**config.mk**
```make
export PLATFORM = sky130hd
export DESIGN_NAME = flc_top
export DESIGN_NICKNAME = d
export VERILOG_FILES = /design/src/include/flc_pkg.sv /design/src/flc_sync.sv /design/src/flc_top.sv
export VERILOG_INCLUDE_DIRS = /design/src /design/src/include
export SDC_FILE = /design/constraint.sdc
export NUM_CORES = 1
export LEC_CHECK = 0
export BUFFER_PORTS_ARGS = -buffer_cell sky130_fd_sc_hd__buf_2
export CELL_PAD_IN_SITES_DETAIL_PLACEMENT = 0
export CELL_PAD_IN_SITES_GLOBAL_PLACEMENT = 1
export CORE_MARGIN = 2
export CORE_UTILIZATION = 41
export CTS_CLUSTER_DIAMETER = 200
export DETAILED_ROUTE_END_ITERATION = 7
export HOLD_SLACK_MARGIN = 0.1
export PLACE_DENSITY_LB_ADDON = 0.15
export SYNTH_ARGS = -nofsm -noshare
export SYNTH_HDL_FRONTEND = slang
export SYNTH_SLANG_ARGS = --single-unit
```
**constraint.sdc**
```tcl
create_clock -name REF_CLK -period 1.9 [get_ports REF_CLK]
set_input_delay 0.285 -clock REF_CLK [delete_from_list [all_inputs] [get_ports REF_CLK]]
set_output_delay 0.285 -clock REF_CLK [all_outputs]
set_load 0.02 [all_outputs]
```
**src/include/flc_map.svh**
```systemverilog
// register indices, reset values and timing constants of the flash led control block
// assumes a 25 MHz reference clock; included by bare name
`ifndef FLC_MAP_SVH
`define FLC_MAP_SVH

`define FLC_IDX_CMD 8'h00
`define FLC_IDX_DIM 8'h01
`define FLC_IDX_AUX 8'h02
`define FLC_IDX_STAT 8'h03
`define FLC_CMD_RST 8'h00
`define FLC_DIM_RST 8'h00
`define FLC_AUX_RST 8'h00
`define FLC_STAT_RST 8'h00
`define FLC_DEV_BASE 5'h0c
`define FLC_CLK_HZ 25000000
`define FLC_SUPPLY_LOW_MS 100
`define FLC_SUPPLY_LOW_CYC (`FLC_SUPPLY_LOW_MS * (`FLC_CLK_HZ / 1000))

`endif

```
**src/include/flc_pkg.sv**
```systemverilog
// types shared by the flash led control block
// assumes nothing beyond a SystemVerilog compiler
package flc_pkg;

  // command register layout, msb first
  typedef struct packed {
    logic power_on_bit;
    logic trigger_enable_bit;
    logic torch_enable;
    logic ntc_enable;
    logic [3:0] flash_time;
  } flc_cmd_t;

  // dimming register layout
  typedef struct packed {
    logic [3:0] torch_level;
    logic [3:0] flash_level;
  } flc_dim_t;

  // one register write request
  typedef struct packed {
    logic en;
    logic [7:0] idx;
    logic [7:0] data;
  } flc_wr_t;

  typedef enum logic [2:0] {S_IDLE, S_DEV, S_SUB, S_WR, S_RD} flc_state_t;

endpackage

```
**src/flc_sync.sv**
```systemverilog
// three-stage synchroniser with agreement filter for asynchronous pins
// assumes one clock domain and an active-low asynchronous reset
`timescale 1ns/10ps
module flc_sync #(
  parameter int W = 1,
  parameter logic [W-1:0] RST = '0
) (
  input wire logic clk,
  input wire logic rst_n,
  input wire logic [W-1:0] d,
  output logic [W-1:0] q
);

  logic [W-1:0] s1_q;
  logic [W-1:0] s2_q;
  logic [W-1:0] s3_q;

  // a change is taken only when stages two and three agree
  always_ff @(posedge clk or negedge rst_n)
    if (!rst_n)
    begin
      s1_q <= RST;
      s2_q <= RST;
      s3_q <= RST;
      q <= RST;
    end
    else
    begin
      s1_q <= d;
      s2_q <= s1_q;
      s3_q <= s2_q;
      q <= (~(s2_q ^ s3_q) & s2_q) | ((s2_q ^ s3_q) & q);
    end

endmodule

```
**src/flc_top.sv**
```systemverilog
// flash led control pin logic: two-wire slave, register file, wishbone slave, strap address
// assumes pins arrive asynchronous to REF_CLK and the wire level is resolved outside
`timescale 1ns/10ps
`include "flc_map.svh"

module flc_top #(
  parameter int unsigned SUPPLY_LOW_CYC = `FLC_SUPPLY_LOW_CYC
) (
  input wire logic REF_CLK,
  input wire logic RSTN,
  input wire logic WB_CYC_I,
  input wire logic WB_STB_I,
  input wire logic WB_WE_I,
  input wire logic [7:0] WB_ADR_I,
  input wire logic [3:0] WB_SEL_I,
  input wire logic [31:0] WB_DAT_I,
  output logic [31:0] WB_DAT_O,
  output logic WB_ACK_O,
  input wire logic SCL_I,
  input wire logic SDA_I,
  output wire logic SDA_O,
  output logic SDA_OE,
  input wire logic FLASH_TRIGGER_INPUT,
  input wire logic TRANSMIT_MASK_INPUT,
  input wire logic [1:0] ADDR_STRAP,
  input wire logic SUPPLY_LOW,
  input wire logic UVLO,
  input wire logic [7:0] STATUS_EVENT,
  output wire logic ATTENTION_N_O,
  output logic ATTENTION_N_OE,
  output logic FLASH_ACTIVE,
  output logic [3:0] FLASH_LEVEL,
  output logic CURRENT_CLAMP,
  output logic POWER_ON
);

  // ********************
  // pin synchronisation
  // ********************
  logic [7:0] pin_s;
  flc_sync #(.W(8), .RST(8'hc0)) u_sync (
    .clk(REF_CLK),
    .rst_n(RSTN),
    .d({SCL_I, SDA_I, FLASH_TRIGGER_INPUT, TRANSMIT_MASK_INPUT, ADDR_STRAP, SUPPLY_LOW, UVLO}),
    .q(pin_s)
  );

  // named views of the filtered pins
  wire scl_s = pin_s[7];
  wire sda_s = pin_s[6];
  wire trigger_s = pin_s[5];
  wire mask_s = pin_s[4];
  wire [1:0] strap_s = pin_s[3:2];
  wire supply_low_s = pin_s[1];
  wire uvlo_s = pin_s[0];

  // open drain: the driven level is always low
  assign SDA_O = 1'b0;
  assign ATTENTION_N_O = 1'b0;

  // ********************
  // register file
  // ********************
  flc_pkg::flc_cmd_t cmd_q;
  flc_pkg::flc_dim_t dim_q;
  logic [7:0] aux_q;
  logic [7:0] stat_q;
  flc_pkg::flc_wr_t i2c_wr_q;
  logic i2c_stat_rd_q;
  logic wb_ack_q;

  function automatic logic [7:0] rd_byte(input logic [7:0] idx, input logic [7:0] c, input logic [7:0] dm,
                                         input logic [7:0] ax, input logic [7:0] st);
    logic [7:0] r;
    r = 8'h00;
    case (idx)
      `FLC_IDX_CMD: r = c;
      `FLC_IDX_DIM: r = dm;
      `FLC_IDX_AUX: r = ax;
      `FLC_IDX_STAT: r = st;
      default: r = 8'h00;
    endcase
    return r;
  endfunction

  // wishbone decode; unmapped words read zero and ignore writes
  wire wb_req = WB_CYC_I & WB_STB_I & ~wb_ack_q;
  wire [7:0] wb_idx = {2'b00, WB_ADR_I[7:2]};
  wire wb_wr = wb_req & WB_WE_I & WB_SEL_I[0];
  wire wb_rd = wb_req & ~WB_WE_I;
  wire [7:0] wb_rdata = rd_byte(wb_idx, cmd_q, dim_q, aux_q, stat_q);

  // the two-wire side wins a same-cycle collision; the bus write is then dropped
  flc_pkg::flc_wr_t wr;
  assign wr = i2c_wr_q.en ? i2c_wr_q : flc_pkg::flc_wr_t'{en: wb_wr, idx: wb_idx, data: WB_DAT_I[7:0]};
  wire stat_rd = i2c_stat_rd_q | (wb_rd & (wb_idx == `FLC_IDX_STAT));
  wire attn_d = (|STATUS_EVENT) | (ATTENTION_N_OE & ~stat_rd);

  // writable registers; status has no write path
  always_ff @(posedge REF_CLK or negedge RSTN)
    if (!RSTN)
    begin
      cmd_q <= `FLC_CMD_RST;
      dim_q <= `FLC_DIM_RST;
      aux_q <= `FLC_AUX_RST;
    end
    else if (wr.en)
    begin
      case (wr.idx)
        `FLC_IDX_CMD: cmd_q <= wr.data;
        `FLC_IDX_DIM: dim_q <= wr.data;
        `FLC_IDX_AUX: aux_q <= wr.data;
        default: ;
      endcase
    end

  // status events are sticky; a new event beats a clearing read
  always_ff @(posedge REF_CLK or negedge RSTN)
    if (!RSTN)
    begin
      stat_q <= `FLC_STAT_RST;
      ATTENTION_N_OE <= 1'b0;
    end
    else
    begin
      stat_q <= (stat_q & ~{8{stat_rd}}) | STATUS_EVENT;
      ATTENTION_N_OE <= attn_d;
    end

  // wishbone answer one cycle after the request is seen
  always_ff @(posedge REF_CLK or negedge RSTN)
    if (!RSTN)
    begin
      wb_ack_q <= 1'b0;
      WB_DAT_O <= 32'h0000_0000;
    end
    else
    begin
      wb_ack_q <= wb_req;
      WB_DAT_O <= wb_rd ? {24'h00_0000, wb_rdata} : 32'h0000_0000;
    end
  assign WB_ACK_O = wb_ack_q;

  // flash control outputs
  always_ff @(posedge REF_CLK or negedge RSTN)
    if (!RSTN)
    begin
      FLASH_ACTIVE <= 1'b0;
      FLASH_LEVEL <= 4'h0;
      CURRENT_CLAMP <= 1'b0;
      POWER_ON <= 1'b0;
    end
    else
    begin
      FLASH_ACTIVE <= trigger_s & cmd_q.trigger_enable_bit & cmd_q.power_on_bit;
      FLASH_LEVEL <= dim_q.flash_level;
      CURRENT_CLAMP <= dim_q.flash_level[3] & mask_s;
      POWER_ON <= cmd_q.power_on_bit;
    end

  // ********************
  // slave address selection
  // ********************
  logic [1:0] addr_sel_q;
  logic adopted_q;
  logic boot_q;
  logic pulled_q;
  logic [21:0] low_cnt_q;
  wire [21:0] low_lim = SUPPLY_LOW_CYC[21:0];
  // a completed supply-low procedure counts as a supply removal, so it may replace the boot address
  wire readopt = ~supply_low_s & pulled_q;
  wire [6:0] dev_addr = {`FLC_DEV_BASE, addr_sel_q};

  // the strap is frozen at adoption; only a completed supply-low procedure reopens it
  always_ff @(posedge REF_CLK or negedge RSTN)
    if (!RSTN)
    begin
      addr_sel_q <= 2'h0;
      adopted_q <= 1'b0;
      boot_q <= 1'b1;
      pulled_q <= 1'b0;
      low_cnt_q <= 22'h00_0000;
    end
    else
    begin
      boot_q <= 1'b0;
      low_cnt_q <= !supply_low_s ? 22'h00_0000 : (low_cnt_q == low_lim) ? low_cnt_q : low_cnt_q + 22'h00_0001;
      if (supply_low_s && low_cnt_q == low_lim)
        pulled_q <= 1'b1;
      if (boot_q && strap_s == 2'h0 && !adopted_q)
        adopted_q <= 1'b1;
      else if (readopt)
      begin
        adopted_q <= 1'b1;
        addr_sel_q <= strap_s;
        pulled_q <= 1'b0;
      end
    end

  // ********************
  // two-wire slave
  // ********************
  flc_pkg::flc_state_t st_q;
  logic [3:0] bitcnt_q;
  logic [7:0] shift_q;
  logic [7:0] sub_q;
  logic in_ack_q;
  logic scl_d_q;
  logic sda_d_q;
  wire scl_rise = scl_s & ~scl_d_q;
  wire scl_fall = ~scl_s & scl_d_q;
  wire start_c = scl_s & scl_d_q & sda_d_q & ~sda_s;
  wire stop_c = scl_s & scl_d_q & ~sda_d_q & sda_s;
  wire busy = st_q != flc_pkg::S_IDLE;
  wire is_rd = st_q == flc_pkg::S_RD;
  wire byte_end = busy & scl_fall & ~in_ack_q & (bitcnt_q == 4'h8);
  wire ack_end = busy & scl_fall & in_ack_q;
  wire addr_hit = (shift_q[7:1] == dev_addr) & ~uvlo_s;
  wire [7:0] i2c_rdata = rd_byte(sub_q, cmd_q, dim_q, aux_q, stat_q);

  always_ff @(posedge REF_CLK or negedge RSTN)
    if (!RSTN)
    begin
      scl_d_q <= 1'b1;
      sda_d_q <= 1'b1;
    end
    else
    begin
      scl_d_q <= scl_s;
      sda_d_q <= sda_s;
    end

  // sda is only ever pulled low after a falling clock edge is seen; start and stop also release it
  always_ff @(posedge REF_CLK or negedge RSTN)
    if (!RSTN)
    begin
      st_q <= flc_pkg::S_IDLE;
      bitcnt_q <= 4'h0;
      shift_q <= 8'h00;
      sub_q <= 8'h00;
      in_ack_q <= 1'b0;
      SDA_OE <= 1'b0;
      i2c_wr_q <= '0;
      i2c_stat_rd_q <= 1'b0;
    end
    else
    begin
      i2c_wr_q.en <= 1'b0;
      i2c_stat_rd_q <= 1'b0;
      if (start_c || stop_c)
      begin
        st_q <= start_c ? flc_pkg::S_DEV : flc_pkg::S_IDLE;
        bitcnt_q <= 4'h0;
        in_ack_q <= 1'b0;
        SDA_OE <= 1'b0;
      end
      else if (busy && scl_rise)
      begin
        if (in_ack_q && is_rd && sda_s)
          st_q <= flc_pkg::S_IDLE; // master declined more data
        else if (!in_ack_q && bitcnt_q != 4'h8)
        begin
          bitcnt_q <= bitcnt_q + 4'h1;
          if (!is_rd)
            shift_q <= {shift_q[6:0], sda_s};
        end
      end
      else if (byte_end)
      begin
        in_ack_q <= 1'b1;
        case (st_q)
          flc_pkg::S_DEV:
          begin
            SDA_OE <= addr_hit;
            st_q <= !addr_hit ? flc_pkg::S_IDLE : shift_q[0] ? flc_pkg::S_RD : flc_pkg::S_SUB;
          end
          flc_pkg::S_SUB:
          begin
            SDA_OE <= ~uvlo_s;
            sub_q <= shift_q;
            st_q <= uvlo_s ? flc_pkg::S_IDLE : flc_pkg::S_WR;
          end
          flc_pkg::S_WR:
          begin
            SDA_OE <= ~uvlo_s;
            i2c_wr_q <= '{en: ~uvlo_s, idx: sub_q, data: shift_q};
            sub_q <= sub_q + 8'h01;
          end
          default: SDA_OE <= 1'b0;
        endcase
      end
      else if (ack_end)
      begin
        in_ack_q <= 1'b0;
        bitcnt_q <= 4'h0;
        SDA_OE <= is_rd & ~i2c_rdata[7];
        if (is_rd)
        begin
          shift_q <= {i2c_rdata[6:0], 1'b0};
          sub_q <= sub_q + 8'h01;
          i2c_stat_rd_q <= sub_q == `FLC_IDX_STAT;
        end
      end
      else if (is_rd && scl_fall)
      begin
        SDA_OE <= ~shift_q[7];
        shift_q <= {shift_q[6:0], 1'b0};
      end
    end
endmodule

```
==> summary.txt <==
Status
  • Outcome: finished, violations left
  • Failing checks: negative setup slack

Power and ir drop
  • Switch share: 23.6%
  • Peak supply drop: 0.593 mV
  • Leak pwr: 4.04 nW
  • Sequential Power Share: 46.9%
  • Net Switching: 1.74 mW
  • Comb pwr share: 7.3%
  • Clk network pwr share: 45.8%
  • P per Cell Area: 824 nW/um2
  • P_int: 5.62 mW

Drt
  • Antenna viol nets, final: 0
  • Drt initial violations: 369
  • Vias per cell: 5.21
  • Via count: 5077
  • First-pass DRT Iterations: 5
  • Residual DRC count: 0
  • Final wirelength: 15900 um
  • DR WL/cell: 16.3 um

Clocking
  • Clock-pin slew on the worst setup and hold paths: 60 ps
  • CTS Buf Count: 17
  • Clock tree root buffer cell: clkbuf_16
  • Clock latency at the later pin of the worst-skew pair: 430 ps
  • Worst-case clock buffer depth: 2
  • H-Tree Depth: 4
  • Sink Count: 153
  • CTS tree: done

Critical path
  • Worst path arrival time: 2220 ps
  • CP Class: reg2reg
  • Worst EP required: 2210 ps
  • Max incr delay on CP: 360 ps
  • CP top delay family: compound AO/OA/AOI/OAI gates
  • Crit path launch type: register
  • Crit path buf inv count: 1
  • CP Max Fanout: 8
  • CP Capture Type: register
  • Critical path cell sequence: inv_1 > ha_2 > and3b_1 > or2_4 > o31ai_4 > o2111ai_4 > mux2_4
  • CP max-delay cell: mux2_4

Yosys
  • Mapped cell area: 7110 um2
  • Warnings from Yosys: 0
  • Synth Flop Type: dfrtp_1
  • Async SR Flop Fraction: 100%
  • Gate Count Post-Synth: 606
  • Flops & latches, synth: 153
  • Mean Syn Cell Area: 11.7 um2
  • Seq/Total Area, Yosys: 54.0%
  • Post-synth cell types: 70
  • Post-synth EDFFs: 0

Die
  • Die Span Y: 136 um
  • Die Width: 136 um
  • FP Rows: 48
  • Initial Utilization: 41.5%
  • Ports: 109
  • Full die area: 18400 um2
  • Core area: 17100 um2

Placement
  • Buffers added on ports: 53
  • Post-Place Cells: 918
  • Gpl congestion: 0.814
  • Dpl ws: -37.6 ps
  • Post-detail-place hpwl: 11100 um

STA
  • Final setup fails: 2
  • Worst Skew: 11.0 ps
  • RSZ-0062 raised after global routing: true
  • F_max: 0.525 GHz
  • Slew @ Worst Pin: 819 ps
  • Final Slew Violations: 0
  • Sum Neg Setup Slack: -4.53 ps
  • Final Cycle Share: 100%
  • Final min period: 1900 ps
  • Final Hold Viols: 0
  • Worst relative slew slack: 45.4%
  • Final WS setup: -3.55 ps

Global route
  • Total GRT Usage: 18.0%
  • Initial antenna violation count: 0
  • Global route total overflow: 0
  • Pin count of the biggest net entering global routing: 56
  • First-pass GRT wire length: 25700 um
  • Vias in the first global route: 5096

Layout
  • # diodes: 0
  • Final net count: 809
  • Filler Cells Inserted: 1510
  • Non-Filler Instances: 974
  • Layout area overhead: 25.7%
  • Layout cells sized above 1: 32.6%

Worst hold path
  • Hold Crit Class: in2reg

Run
  • # Max-Cap Violations: 0
-- layer usage --
metal,wire length [um],GRT usage (%),share of wire (%),up-vias
met5,0,0,0,-
met4,274,6.77,1.7,0
met3,643,3.63,4.0,19
met2,7270,27.4,46,125
met1,7720,25.5,49,2529
li1,-,-,-,2404
-- final timing paths --
check,from,endpoint,slack [ps],cells past startpoint
max,bitcnt_q[0],shift_q[4],-4,7
min,WB_CYC_I,WB_ACK_O,180,3
max reg2reg,bitcnt_q[0],shift_q[4],-4,7
min reg2reg,u_sync.s1_q[3],u_sync.s2_q[3],350,0
max in group asynchronous,RSTN,ATTENTION_N_OE,920,3
min in group asynchronous,RSTN,low_cnt_q[12],390,2
-- area by class of cell --
cell class | count | area [um2] | area share [%]
repair buffers | 132 | 1000 | 11.2
multi-input cells | 416 | 3160 | 35.3
flip-flops and latches | 153 | 3840 | 43.0
well taps | 225 | 282 | 3.15
clock inverters | 12 | 140 | 1.57
inverters | 16 | 60.1 | 0.672
clock buffers | 20 | 457 | 5.11
-- flip-flops by register name, summed over array words and instances (netlist names), 2 cells and up, named ones only --
signal,count
cmd_q,8
u_sync.s2_q,8
bitcnt_q,4
u_sync.s1_q,8
sub_q,8
stat_q,8
dim_q,8
st_q,3
u_sync.s3_q,8
shift_q,8
FLASH_LEVEL,4
WB_DAT_O,8
i2c_wr_q,17
low_cnt_q,22
aux_q,8
addr_sel_q,2
-- metrics by stage --
step | hold WS [ps] | cell area [um2] | power, mW | util, %
finish | 185 | 8940 | 7.36 | 52.2
global route | 196 | 8940 | 7.67 | 52.2
CTS | 163 | 8720 | 7.46 | 50.9
detailed placement | 289 | 7930 | 4.02 | 46.3
global placement | 286 | 7930 | 4.01 | 46.3
floorplan | -10.6 | 7220 | 3.82 | -
-- cell usage in the layout (no fill, tap or decap), types with 9 or more instances in the layout --
| master | instances |
|---|---|
| a21o_1 | 9 |
| a21oi_1 | 25 |
| a22o_1 | 10 |
| a22oi_1 | 18 |
| and2_1 | 19 |
| buf_2 | 52 |
| buf_4 | 54 |
| clkbuf_16 | 19 |
| conb_1 | 27 |
| dfrtp_1 | 142 |
| dfstp_2 | 11 |
| dlygate4sd3_1 | 17 |
| inv_1 | 15 |
| mux2_2 | 40 |
| mux2_4 | 18 |
| nand2_1 | 32 |
| nand3_1 | 19 |
| nor2_1 | 27 |
| nor3_1 | 9 |
| nor4_1 | 9 |
| o21ai_0 | 10 |
| o21ai_1 | 9 |
| xnor2_1 | 16 |
| xor2_1 | 9 |
-- cells by family (layout without fill, tap and decap cells) --
| logic type | Yosys count | count (layout) | share of synthesized area [%] |
|---|---|---|---|
| compound gates | 114 | 114 | 11.7 |
| mux | 61 | 61 | 9.61 |
| xor+xnor | 25 | 25 | 3.08 |
| flops | 153 | 153 | 54.0 |
| fa+ha+maj | 16 | 16 | 2.53 |
| buf+inv | 63 | 180 | 5.07 |
| other cells | 1 | 27 | 0.0527 |
| simple gates | 173 | 173 | 13.9 |
-- cell usage after synthesis, types with 8 or more instances --
| cell | instances | area (um2) |
|---|---|---|
| dfrtp_1 | 142 | 3550 |
| mux2_2 | 58 | 653 |
| nand2_1 | 32 | 120 |
| nor2_1 | 28 | 105 |
| buf_4 | 27 | 203 |
| a21oi_1 | 25 | 125 |
| and2_1 | 19 | 119 |
| nand3_1 | 19 | 95.1 |
| a22oi_1 | 18 | 135 |
| inv_1 | 16 | 60.1 |
| xnor2_1 | 16 | 140 |
| clkbuf_1 | 12 | 45.0 |
| dfstp_2 | 11 | 289 |
| a22o_1 | 10 | 87.6 |
| o21ai_0 | 10 | 50.1 |
| a21o_1 | 9 | 67.6 |
| nor3_1 | 9 | 45.0 |
| nor4_1 | 9 | 56.3 |
| o21ai_1 | 9 | 45.0 |
| xor2_1 | 9 | 78.8 |
| and3_1 | 8 | 50.1 |
| ha_1 | 8 | 100 |
| maj3_1 | 8 | 80.1 |
-- tightest hold or removal path, delay by kind of cell --
family / cells / cell delay, ps
buffers and inverters: 2 / 150
and+or+nand+nor: 1 / 140
-- power by group through the flow --
stage,clock network (mW),registers [mW],logic [mW]
floorplan,0,3.51,0.308
global route,3.60,3.47,0.604
finish,3.37,3.45,0.537
detailed placement,0,3.51,0.509
global placement,0,3.51,0.501
CTS,3.46,3.45,0.542
-- repair_timing --
action,CTS,global route
gates resized for setup,5,31
gates cloned,0,2
endpoints found under the setup margin,9,32
endpoints found under the hold margin,56,0
buffers inserted,1,4
hold buffers,17,0
pin swaps,0,4
Power figures use the tool's default switching activity.
